===== config.mk =====
export PLATFORM = sky130hd
export DESIGN_NAME = cit_instruction_timing
export DESIGN_NICKNAME = d
export VERILOG_FILES = /design/src/hdl/cit_instruction_timing.v
export VERILOG_INCLUDE_DIRS = /design/src /design/src/shared
export SDC_FILE = /design/constraint.sdc
export NUM_CORES = 1
export LEC_CHECK = 0
export ABC_AREA = 1
export BUFFER_PORTS_ARGS = -buffer_cell sky130_fd_sc_hd__buf_2
export CAP_MARGIN = 0
export CORE_ASPECT_RATIO = 2
export CORE_MARGIN = 2
export CORE_UTILIZATION = 30
export CTS_CLUSTER_SIZE = 14
export DETAILED_ROUTE_END_ITERATION = 10
export PLACE_DENSITY_LB_ADDON = 0.08
export SYNTH_ARGS = -nofsm -noshare
export SYNTH_HDL_FRONTEND = slang
export SYNTH_SLANG_ARGS = --single-unit

===== constraint.sdc =====
create_clock -name clk -period 3.5 [get_ports clk]
set_input_delay 0.525 -clock clk [delete_from_list [all_inputs] [get_ports clk]]
set_output_delay 0.525 -clock clk [all_outputs]
set_load 0.05 [all_outputs]

===== src/shared/cit_regs.vh =====
// Constants for the instruction timing decoder: register addresses, fields,
// opcodes and clock counts. Included by bare name from the design file.
`ifndef CIT_REGS_VH
`define CIT_REGS_VH

// Special register addresses and reset value.
`define CIT_ADDR_PTR_LOW  8'h82
`define CIT_ADDR_PTR_HIGH 8'h83
`define CIT_ADDR_STATUS   8'hD0
`define CIT_SFR_RESET     8'h00
`define CIT_BANK_RESET    2'h0
`define CIT_BANK_HI       4
`define CIT_BANK_LO       3
`define CIT_SFR_SPACE_BIT 7

// Clock counts and instruction lengths.
`define CIT_CYC_1         4'h1
`define CIT_CYC_2         4'h2
`define CIT_CYC_3         4'h3
`define CIT_CYC_4         4'h4
`define CIT_CYC_5         4'h5
`define CIT_CYC_6         4'h6
`define CIT_LEN_1         2'h1
`define CIT_LEN_2         2'h2
`define CIT_LEN_3         2'h3

// Single-code opcodes.
`define CIT_OP_IDLE       8'h00
`define CIT_OP_SPARE      8'hA5
`define CIT_OP_LONG_JUMP  8'h02
`define CIT_OP_LONG_CALL  8'h12
`define CIT_OP_RET        8'h22
`define CIT_OP_RETI       8'h32
`define CIT_OP_BIT_CLR_BR 8'h10
`define CIT_OP_JB         8'h20
`define CIT_OP_JNB        8'h30
`define CIT_OP_JC         8'h40
`define CIT_OP_JNC        8'h50
`define CIT_OP_JZ         8'h60
`define CIT_OP_JNZ        8'h70
`define CIT_OP_JMP_IND    8'h73
`define CIT_OP_SHORT_BR   8'h80
`define CIT_OP_LOAD_DP    8'h90
`define CIT_OP_CODE_PC    8'h83
`define CIT_OP_CODE_DP    8'h93
`define CIT_OP_MOV_DD     8'h85
`define CIT_OP_MOV_DI     8'h75
`define CIT_OP_ORL_DI     8'h43
`define CIT_OP_ANL_DI     8'h53
`define CIT_OP_XRL_DI     8'h63
`define CIT_OP_CMP_IMM_BR 8'hB4
`define CIT_OP_CMP_DIR_BR 8'hB5
`define CIT_OP_DEC_DIR_BR 8'hD5

// Opcode field positions.
`define CIT_PAGE_LOW5     5'h01
`define CIT_CALL_LOW5     5'h11
`define CIT_PAGE_BITS     11

`endif


===== src/hdl/cit_instruction_timing.v =====
// Instruction timing and operand address decoder for an 8-bit controller core,
// together with the data pointer bytes and the register bank select field.
// Assumes the fetch unit presents one whole instruction with its operand bytes
// and the evaluated branch condition, and that all inputs are synchronous to clk.
`timescale 1ns/1ps
`include "cit_regs.vh"

module cit_instruction_timing (
    input  wire        clk,
    input  wire        srst,
    input  wire        issueValid,
    input  wire [7:0]  opcode,
    input  wire [7:0]  operandOne,
    input  wire [7:0]  operandTwo,
    input  wire [15:0] nextPc,
    input  wire [7:0]  accValue,
    input  wire        condTrue,
    input  wire        sfrWrEn,
    input  wire        sfrRdEn,
    input  wire [7:0]  sfrAddr,
    input  wire [7:0]  sfrWrData,
    output reg  [7:0]  sfrRdData,
    output reg         sfrRdValid,
    output reg         busy,
    output reg         done,
    output reg  [3:0]  cycleCount,
    output reg  [1:0]  instrBytes,
    output reg         knownOp,
    output reg         branchTaken,
    output reg         targetValid,
    output reg  [15:0] targetAddr,
    output reg  [15:0] codeAddr,
    output reg  [7:0]  regAddr,
    output reg         directIsSfr,
    output reg         bitClear,
    output reg  [7:0]  bitClearAddr,
    output reg  [15:0] dataPointer,
    output reg  [1:0]  bankSelect
);

    // Execution counter and the pending clear of a tested bit.
    reg [3:0] remain;
    reg       pendClear;

    // Decoder results.
    reg [3:0]  decCycles;
    reg [3:0]  decTakenCycles;
    reg [1:0]  decBytes;
    reg        decKnown;
    reg        decCond;
    reg        decJump;
    reg        decRelLast;
    reg        decIndirect;
    reg [15:0] decTarget;
    reg [15:0] decCode;
    reg [7:0]  decReg;
    reg        decTaken;
    reg [3:0]  decFinal;

    wire accept = issueValid && (!busy || done);

    // Signed displacement added to the address of the following instruction.
    function [15:0] relTarget;
        input [15:0] base;
        input [7:0]  disp;
        begin
            relTarget = base + {{8{disp[7]}}, disp};
        end
    endfunction

    // Internal RAM address of a bank register in the selected bank.
    function [7:0] bankRegAddr;
        input [1:0] bank;
        input [2:0] index;
        begin
            bankRegAddr = {3'h0, bank, index};
        end
    endfunction

    // Decode the clock counts, length and addresses of the presented opcode.
    always @* begin
        decCycles      = `CIT_CYC_1;
        decTakenCycles = `CIT_CYC_1;
        decBytes       = `CIT_LEN_1;
        decKnown       = 1'b1;
        decCond        = 1'b0;
        decJump        = 1'b0;
        decRelLast     = 1'b0;
        decIndirect    = 1'b0;
        decTarget      = nextPc;
        decCode        = nextPc;
        decReg         = bankRegAddr(bankSelect, opcode[2:0]);
        // Rows are tried in order; the page forms are caught in the default branch
        // because their opcodes share only the low five bits.
        casez (opcode)
            // The spare opcode is decoded exactly like the idle instruction.
            `CIT_OP_IDLE, `CIT_OP_SPARE: begin
                decCycles = `CIT_CYC_1;
            end
            // Single-clock accumulator operations.
            8'h03, 8'h13, 8'h23, 8'h33, 8'hC4, 8'hE4, 8'hF4: begin
                decCycles = `CIT_CYC_1;
            end
            // Three-byte moves and logic operations that write a direct byte.
            `CIT_OP_MOV_DD, `CIT_OP_MOV_DI, `CIT_OP_ORL_DI, `CIT_OP_ANL_DI, `CIT_OP_XRL_DI: begin
                decCycles = `CIT_CYC_3;
                decBytes  = `CIT_LEN_3;
            end
            // One-byte forms through a pointer register still need a RAM access.
            8'b1110_011?, 8'b1111_011?, 8'b1100_011?, 8'b1101_011?: begin
                decCycles   = `CIT_CYC_2;
                decIndirect = 1'b1;
            end
            // Two-byte pointer forms.
            8'b1000_011?, 8'b1010_011?, 8'b0111_011?: begin
                decCycles   = `CIT_CYC_2;
                decBytes    = `CIT_LEN_2;
                decIndirect = 1'b1;
            end
            `CIT_OP_LOAD_DP: begin
                decCycles = `CIT_CYC_3;
                decBytes  = `CIT_LEN_3;
            end
            `CIT_OP_CODE_DP: begin
                decCycles = `CIT_CYC_3;
                decCode   = dataPointer + {8'h00, accValue};
            end
            `CIT_OP_CODE_PC: begin
                decCycles = `CIT_CYC_3;
                decCode   = nextPc + {8'h00, accValue};
            end
            // External transfers with an 8-bit address from a pointer register.
            8'b1110_001?, 8'b1111_001?: begin
                decCycles   = `CIT_CYC_3;
                decIndirect = 1'b1;
            end
            // External transfers with a 16-bit address from the data pointer.
            8'hE0, 8'hF0: begin
                decCycles = `CIT_CYC_3;
                decCode   = dataPointer;
            end
            // Stack push and pop of a direct byte.
            8'hC0, 8'hD0: begin
                decCycles = `CIT_CYC_2;
                decBytes  = `CIT_LEN_2;
            end
            // Carry clear, set and complement.
            8'hC3, 8'hD3, 8'hB3: begin
                decCycles = `CIT_CYC_1;
            end
            8'hC2, 8'hD2, 8'hB2, 8'h82, 8'hB0, 8'h72, 8'hA0, 8'hA2, 8'h92: begin
                decCycles = `CIT_CYC_2;
                decBytes  = `CIT_LEN_2;
            end
            // Bank register moves and exchanges: one byte, one clock.
            8'hE8, 8'hE9, 8'hEA, 8'hEB, 8'hEC, 8'hED, 8'hEE, 8'hEF,
            8'hF8, 8'hF9, 8'hFA, 8'hFB, 8'hFC, 8'hFD, 8'hFE, 8'hFF,
            8'hC8, 8'hC9, 8'hCA, 8'hCB, 8'hCC, 8'hCD, 8'hCE, 8'hCF: begin
                decCycles = `CIT_CYC_1;
            end
            // Two-byte direct and immediate moves.
            8'hE5, 8'h74, 8'hF5, 8'hC5, 8'b1010_1???, 8'b0111_1???, 8'b1000_1???: begin
                decCycles = `CIT_CYC_2;
                decBytes  = `CIT_LEN_2;
            end
            // Two-byte conditional branches, displacement in the second byte.
            `CIT_OP_JC, `CIT_OP_JNC, `CIT_OP_JZ, `CIT_OP_JNZ, 8'b1101_1???: begin
                decCycles      = `CIT_CYC_2;
                decTakenCycles = `CIT_CYC_4;
                decBytes       = `CIT_LEN_2;
                decCond        = 1'b1;
            end
            // Three-byte conditional branches, displacement in the third byte.
            // The test-bit-clear form also arms the clear of its bit when the branch is taken.
            `CIT_OP_JB, `CIT_OP_JNB, `CIT_OP_BIT_CLR_BR, `CIT_OP_DEC_DIR_BR, `CIT_OP_CMP_IMM_BR, 8'b1011_1???: begin
                decCycles      = `CIT_CYC_3;
                decTakenCycles = `CIT_CYC_5;
                decBytes       = `CIT_LEN_3;
                decCond        = 1'b1;
                decRelLast     = 1'b1;
            end
            // Compare branches against a direct byte or through a pointer register.
            `CIT_OP_CMP_DIR_BR, 8'b1011_011?: begin
                decCycles      = `CIT_CYC_4;
                decTakenCycles = `CIT_CYC_6;
                decBytes       = `CIT_LEN_3;
                decCond        = 1'b1;
                decRelLast     = 1'b1;
                decIndirect    = opcode[1];
            end
            // Unconditional relative jump.
            `CIT_OP_SHORT_BR: begin
                decCycles = `CIT_CYC_4;
                decBytes  = `CIT_LEN_2;
                decJump   = 1'b1;
            end
            // Indirect jump from the data pointer plus the accumulator.
            `CIT_OP_JMP_IND: begin
                decCycles = `CIT_CYC_4;
                decJump   = 1'b1;
                decTarget = dataPointer + {8'h00, accValue};
            end
            // Long jump and call carry the full target, high byte first.
            `CIT_OP_LONG_JUMP, `CIT_OP_LONG_CALL: begin
                decCycles = `CIT_CYC_5;
                decBytes  = `CIT_LEN_3;
                decJump   = 1'b1;
                decTarget = {operandOne, operandTwo};
            end
            // Returns from a subroutine or an interrupt.
            `CIT_OP_RET, `CIT_OP_RETI: begin
                decCycles = `CIT_CYC_6;
            end
            // Page-target jumps and calls; anything else is left undecoded.
            default: begin
                if (opcode[4:0] == `CIT_PAGE_LOW5 || opcode[4:0] == `CIT_CALL_LOW5) begin
                    decCycles = `CIT_CYC_4;
                    decBytes  = `CIT_LEN_2;
                    decJump   = 1'b1;
                    decTarget = {nextPc[15:`CIT_PAGE_BITS], opcode[7:5], operandOne};
                end else begin
                    decKnown = 1'b0;
                end
            end
        endcase
        if (decIndirect) begin
            decReg = bankRegAddr(bankSelect, {2'h0, opcode[0]});
        end
        if (decCond || opcode == `CIT_OP_SHORT_BR) begin
            decTarget = relTarget(nextPc, decRelLast ? operandTwo : operandOne);
        end
        decTaken = decJump || (decCond && condTrue);
        decFinal = (decCond && condTrue) ? decTakenCycles : decCycles;
    end

    // Instruction sequencing: results stand from acceptance until the next one.
    always @(posedge clk) begin
        if (srst) begin
            remain       <= 4'h0;
            busy         <= 1'b0;
            done         <= 1'b0;
            cycleCount   <= 4'h0;
            instrBytes   <= 2'h0;
            knownOp      <= 1'b0;
            branchTaken  <= 1'b0;
            targetValid  <= 1'b0;
            targetAddr   <= 16'h0000;
            codeAddr     <= 16'h0000;
            regAddr      <= 8'h00;
            directIsSfr  <= 1'b0;
            pendClear    <= 1'b0;
            bitClear     <= 1'b0;
            bitClearAddr <= 8'h00;
        end else if (accept) begin
            remain       <= decFinal;
            busy         <= 1'b1;
            done         <= (decFinal == `CIT_CYC_1);
            cycleCount   <= decFinal;
            instrBytes   <= decBytes;
            knownOp      <= decKnown;
            branchTaken  <= decTaken;
            targetValid  <= decTaken;
            targetAddr   <= decTarget;
            codeAddr     <= decCode;
            regAddr      <= decReg;
            directIsSfr  <= operandOne[`CIT_SFR_SPACE_BIT];
            pendClear    <= (opcode == `CIT_OP_BIT_CLR_BR) && condTrue;
            bitClear     <= 1'b0;
            bitClearAddr <= operandOne;
        end else if (busy) begin
            remain    <= remain - 4'h1;
            busy      <= (remain != `CIT_CYC_1);
            done      <= (remain == `CIT_CYC_2);
            bitClear  <= pendClear && (remain == `CIT_CYC_2);
            pendClear <= pendClear && (remain != `CIT_CYC_2);
        end else begin
            done     <= 1'b0;
            bitClear <= 1'b0;
        end
    end

    // Data pointer bytes and bank select field; an immediate load wins over a register write.
    always @(posedge clk) begin
        if (srst) begin
            dataPointer <= {`CIT_SFR_RESET, `CIT_SFR_RESET};
            bankSelect  <= `CIT_BANK_RESET;
        end else begin
            if (sfrWrEn && sfrAddr == `CIT_ADDR_PTR_LOW) begin
                dataPointer[7:0] <= sfrWrData;
            end
            if (sfrWrEn && sfrAddr == `CIT_ADDR_PTR_HIGH) begin
                dataPointer[15:8] <= sfrWrData;
            end
            if (sfrWrEn && sfrAddr == `CIT_ADDR_STATUS) begin
                bankSelect <= sfrWrData[`CIT_BANK_HI:`CIT_BANK_LO];
            end
            if (accept && opcode == `CIT_OP_LOAD_DP) begin
                dataPointer <= {operandOne, operandTwo};
            end
        end
    end

    // Register reads answer one cycle later; unmapped addresses read as zero.
    always @(posedge clk) begin
        if (srst) begin
            sfrRdData  <= `CIT_SFR_RESET;
            sfrRdValid <= 1'b0;
        end else begin
            sfrRdValid <= sfrRdEn;
            case (sfrAddr)
                `CIT_ADDR_PTR_LOW:  sfrRdData <= dataPointer[7:0];
                `CIT_ADDR_PTR_HIGH: sfrRdData <= dataPointer[15:8];
                `CIT_ADDR_STATUS:   sfrRdData <= {3'h0, bankSelect, 3'h0};
                default:      sfrRdData <= `CIT_SFR_RESET;
            endcase
        end
    end

endmodule // cit_instruction_timing


# [After elaboration in Yosys (flattened, before gate mapping)]
# Index checks and enable logic that the tools add are counted.
[totals] input_bits=70 out_inout_bits=88 register_bits=89
[classes] muxes=30 add_sub_neg=4 bitwise=1 eq_ne=100 reduce_logical=39
[ops] operator="$eq A8 B8 Y1 const B" n=57
[ops] operator="$pmux W16 S3" n=2
[ops] operator="$reduce_or A92 Y1" n=1
[ops] operator="$reduce_or A89 Y1" n=1
[ops] operator="$eq A8 B7 Y1 const B" n=11
[ops] operator="$reduce_or A88 Y1" n=1
[ops] operator="$eq A7 B7 Y1 const B" n=9
[ops] operator="$reduce_or A49 Y1" n=1
[ops] operator="$eq A8 B6 Y1 const B" n=6
[ops] operator="$reduce_or A36 Y1" n=1
[ops] operator="$add A16 B8 Y16" n=2
[ops] operator="$mux W16" n=2
[ops] operator="$reduce_or A30 Y1" n=1
[ops] operator="$reduce_or A27 Y1" n=1
[ops] operator="$eq A5 B5 Y1 const B" n=5
[ops] operator="$eq A8 B5 Y1 const B" n=3
[ops] operator="$mux W8" n=3
[ops] operator="$pmux W8 S3" n=1
[ops] operator="$pmux W3 S6" n=1
[ops] operator="$reduce_or A18 Y1" n=1
[ops] operator="$add A16 B16 Y16" n=1
[ops] operator="$eq A8 B2 Y1 const B" n=2
[ops] operator="$reduce_or A16 Y1" n=1
[ops] operator="$reduce_or A13 Y1" n=1
[ops] operator="29 further kinds" n=59

# [Depth between registers and ports, before layout]
[logic_depth] depth_word=7 depth_mapped=25

# [Worst setup path before layout]
# OpenSTA, ideal clock, no wires.
[synth_timing] kind="input port to flip-flop" from="in opcode[3]" to="reg targetAddr[10]" setup_time_ns=0.059 path_slack_ns=0.050 t_required_ns=3.441 stages=22 t_arrival_ns=3.390 path_cell_list="buf_6 inv_2 nand2_1 nor2_2 nand2_1 nand2_1 nor2_4 nand2_2 clkbuf_1 o21ai_0 ha_1 fa_1 a21oi_1 o21bai_1 nand2_1 nand2_1 nand2_1 o21bai_1 or2_2 a21oi_1 nand2_1 nand2_1"
[synth_between] elab_chain_len=6 word_cells_on_any_way=107 classes_between="add/sub: 1; eq/ne: 93; mux: 6; reduce/logical: 7"
[synth_lines] item="start: declaration" line_no="cit_instruction_timing.v:12" rtl="input wire [7:0] opcode,"
[synth_lines] item="$eq A8 B5 Y1 (tied with other cells)" line_no="cit_instruction_timing.v:95" rtl="casez (opcode)"
[synth_lines] item="$reduce_or A8 Y1 (no line)"
[synth_lines] item="$mux W1" line_no="cit_instruction_timing.v:95"
[synth_lines] item="$mux W8" line_no="cit_instruction_timing.v:230" rtl="decTarget = relTarget(nextPc, decRelLast ? operandTwo : operandOne);"
[synth_lines] item="$add A16 B16 Y16" line_no="cit_instruction_timing.v:67" rtl="relTarget = base + {{8{disp[7]}}, disp};"
[synth_lines] item="$mux W16 *" line_no="cit_instruction_timing.v:229" rtl="if (decCond || opcode == `CIT_OP_SHORT_BR) begin"
[synth_lines] item="end signal: assignment" line_no="cit_instruction_timing.v:263" rtl="targetAddr <= decTarget;"
[synth_lines] item="end: declaration" line_no="cit_instruction_timing.v:31" rtl="output reg [15:0] targetAddr,"
# Mark *: on every way between the ends. The rest lies on a longest branch, timed or not.
# A chain may end at the register's enable or synchronous reset.

# [Worst setup path in the final report]
[layout_timing] from="in opcode[4]" to="reg targetAddr[10]"
# Same word-level chain as after synthesis.

==> impl_metrics.env <==
export IMPL_status="completed"
export IMPL_crit_fanout=9
export IMPL_h_tree_depth=3
export IMPL_grt_usage_pct=29.0
export IMPL_slowest_stage="fa_1"
export IMPL_synth_seq_area_share_pct=23.2
export IMPL_drt_wl_total_um=37800
export IMPL_setup_viol=0
export IMPL_finalCritPeriodShare_pct=90.1
export IMPL_tightest_slew_ns=0.692
export IMPL_clk_pin_slew_ns=0.07
export IMPL_worstPathArrival_ns=3.47
export IMPL_antenna_found_initial=1
export IMPL_synthMuxAreaShare_pct=0
export IMPL_fmax_mhz=317
export IMPL_end_kind="flip-flop"
export IMPL_rsz0062_at_grt="false"
export IMPL_ys_async_sr_fraction_pct=0
export IMPL_use_met3_pct=3.14
export IMPL_power_per_cell_area_mw_per_mm2=349
export IMPL_dpl_cell_count=1770
export IMPL_vias=9293
export IMPL_worstPathRequired_ns=3.82
export IMPL_fin_cells=1787
export IMPL_final_hold_viol_count=0
export IMPL_vias_per_cell=5.20
export IMPL_power_mw=3.23
export IMPL_synthTopCellsByCount="nand2_1, nor2_1, nand3_1"
export IMPL_yosys_warnings=0
export IMPL_synthFlopType="dfxtp_1"
export IMPL_start_kind="primary input"
export IMPL_postSynthAreaPerCell_um2=5.96
export IMPL_wire_per_inst_um=21.1
export IMPL_critPathBufInv=1
export IMPL_cts_tree="done"
export IMPL_slew_headroom_pct=53.7
export IMPL_vdd_drop_max_uv=222
export IMPL_synth_edff_count=0
export IMPL_drc=0
export IMPL_maxSlewViolCount=0
export IMPL_dp_hpwl_um=31800
export IMPL_drive_gt1_share_pct=19.1
export IMPL_synth_compound_area_share_pct=17.0
export IMPL_worst_clock_skew_ns=0.0143
export IMPL_clock_path_buffers=2
export IMPL_path_delay_family="simple AND/OR/NAND/NOR gates"
export IMPL_synthXorXnorAreaFrac_pct=1.75
export IMPL_synth_fa_ha_area_share_pct=6.81
export IMPL_grt_util_met1_pct=25.5
export IMPL_root_buffer="clkbuf_16"
export IMPL_die_w_um=116
export IMPL_yosys_area_share_simple_pct=41.3
export IMPL_synth_most_common_cell="nand2_1"
export IMPL_grt_ovfl_total=0
export IMPL_clock_latency_ns=0.38
export IMPL_drt_initial_drc_count=527
export IMPL_start_util_pct=30.6
export IMPL_post_synth_num_cell_types=50
export IMPL_num_rows=81
export IMPL_crit_top_cell="nand2_1"
export IMPL_worstHoldPathType="in -> reg"
export IMPL_cts_hold_buffers=0
export IMPL_met2_usage_pct=54.7
export IMPL_clock_sinks=87
export IMPL_place_ws_ns=-0.0591
export IMPL_grt_pass1_wl_um=54900
export IMPL_top_usage_layer="met2"
export IMPL_drtPass1Iterations=7
export IMPL_yosys_area_top_type="dfxtp_1"
export IMPL_critical_path_cell_chain="buf_2 > nand2_1 > nor2_4 > nand2_1 > nand2_1 > nor2_4 > nand2_2 > nand2_1 > o21ai_0 > ha_1 > fa_1 > a21oi_1 > o21bai_1 > nand2_1 > nand2_1 > nand2_1 > o21bai_1 > or2_2 > a21oi_1 > nand2_1 > nand2_1"
export IMPL_final_antenna_net_count=0
export IMPL_postSynthCellCount=1258
export IMPL_core_area_mm2=0.0245
export IMPL_area_growth_pct=23.5
export IMPL_syn_area_mm2=0.00750
export IMPL_grt_pass1_vias=9305
export IMPL_grt_start_max_net_pins=41
export IMPL_io_pins=158
export IMPL_leakagePower_nw=4.86
export IMPL_cts_setup_buffers=0
export IMPL_cts_buffers=9
export IMPL_path_class="in -> reg"
export IMPL_io_buffers=153
export IMPL_layout_min_cycle_time_ns=3.15
export IMPL_gp_congestion=0.991
export IMPL_ys_ff_latch=87
export IMPL_synth_top_area_share_pct=23.2
export IMPL_synth_top_family_by_area="simple AND/OR/NAND/NOR gates"
export IMPL_final_setup_tns_ns=0
export IMPL_ys_top_cells_by_area="dfxtp_1, nand2_1, nand3_1, nor2_1, ha_1"
export IMPL_drv_cap=0
export IMPL_die_h_um=228
export IMPL_setup_slack_ns=0.346
export IMPL_nNetsFinal=1558
export IMPL_die_area_mm2=0.0264
export IMPL_cpPeakStageDelay_ns=0.39
## power by group
part	switching (mW)	internal, mW
Sequential	0.0453	1.06
Clock	0.502	0.504
Combinational	0.786	0.340
Total	1.33	1.90
## cell usage in the layout (no fill, tap or decap), types with 3 or more instances in the layout
| cell type | synthesis | final |
|---|---|---|
| nand2_1 | 415 | 415 |
| buf_2 | 11 | 153 |
| nor2_1 | 133 | 133 |
| nand3_1 | 113 | 113 |
| inv_1 | 109 | 109 |
| dfxtp_1 | 87 | 87 |
| o21ai_0 | 82 | 81 |
| a21oi_1 | 72 | 72 |
| buf_4 | 13 | 70 |
| ha_1 | 36 | 36 |
| a31oi_1 | 17 | 17 |
| nand4_1 | 17 | 17 |
| nor3_1 | 11 | 11 |
| o211ai_1 | 11 | 11 |
| o22ai_1 | 9 | 9 |
| clkbuf_16 | 0 | 9 |
| xor2_1 | 8 | 8 |
| inv_2 | 7 | 7 |
| xnor2_1 | 7 | 7 |
| nor2_4 | 4 | 5 |
| nand2_2 | 5 | 5 |
| nor2_2 | 5 | 4 |
| o21ai_1 | 3 | 4 |
| a21o_1 | 4 | 4 |
| nand3b_1 | 4 | 4 |
| or2_2 | 4 | 4 |
| o31ai_1 | 4 | 4 |
| conb_1 | 1 | 4 |
| nor3b_1 | 3 | 3 |
| o21a_1 | 3 | 3 |
| nor3_2 | 3 | 3 |
| a211oi_1 | 3 | 3 |
| o21bai_1 | 3 | 3 |
| o2111ai_1 | 3 | 3 |
| a32o_1 | 3 | 3 |
| fa_1 | 3 | 3 |
## layer usage
metal  vias up  part of all wire [%]
met5         -                     0
met4         0                    11
li1       4539                     -
met1      4227                    32
met2       361                    54
met3       166                   3.5
## per-stage QoR
stage                     area, um2  util (%)  hold WS (ns)
after floorplan                7510         -         0.416
after global placement         8960      36.5         0.435
after detailed placement       8960      36.5         0.438
after CTS                      9260      37.7         0.331
after global routing           9260      37.7         0.359
final                          9260      37.8         0.352
## state kept, by name, summed over array words and instances, names as in the netlist, 3 cells and up
name and count:
codeAddr 16, dataPointer 16, targetAddr 16, sfrRdData 8
bitClearAddr 7, regAddr 5, remain 4, cycleCount 3
## path summary, 6_finish.rpt
kind / end / slack [ns] / depth (start not counted) / from
max: targetAddr[10] / 0.35 / 21 / opcode[4]
min: sfrRdValid / 0.35 / 3 / sfrRdEn
max reg2reg: codeAddr[14] / 0.96 / 14 / dataPointer[0]
min reg2reg: codeAddr[4] / 0.45 / 2 / codeAddr[4]
## cell families after synthesis
logic type                 count (synthesis)
other                                      1
adders and majority gates                 39
DFF                                       87
and+or+nand+nor                          727
xor gates and xnor gates                  15
AOI/OAI and AO/OA                        224
buffers and inverters                    165
## tightest hold or removal path, cell delays in order
cell	delay (ns)
buf_2	0.07
inv_1	0.03
nor2_1	0.06
## final cells by class
| type | instances | area, um2 |
|---|---|---|
| fill | 2884 | 15300 |
| multi-input combinational | 1009 | 5030 |
| sequential | 87 | 1740 |
| timing repair buffer | 225 | 1330 |
| inverter | 117 | 439 |
| tap | 332 | 415 |
| clock buffer | 9 | 225 |
| clock inverter | 7 | 72.6 |
| antenna | 1 | 2.50 |
## timing repair
item | in CTS | in global routing
resized for setup | 0 | 1
hold endpoints to repair | 0 | 0
endpoints found under the setup margin | 0 | 2
(Power assumes the default switching activity.)
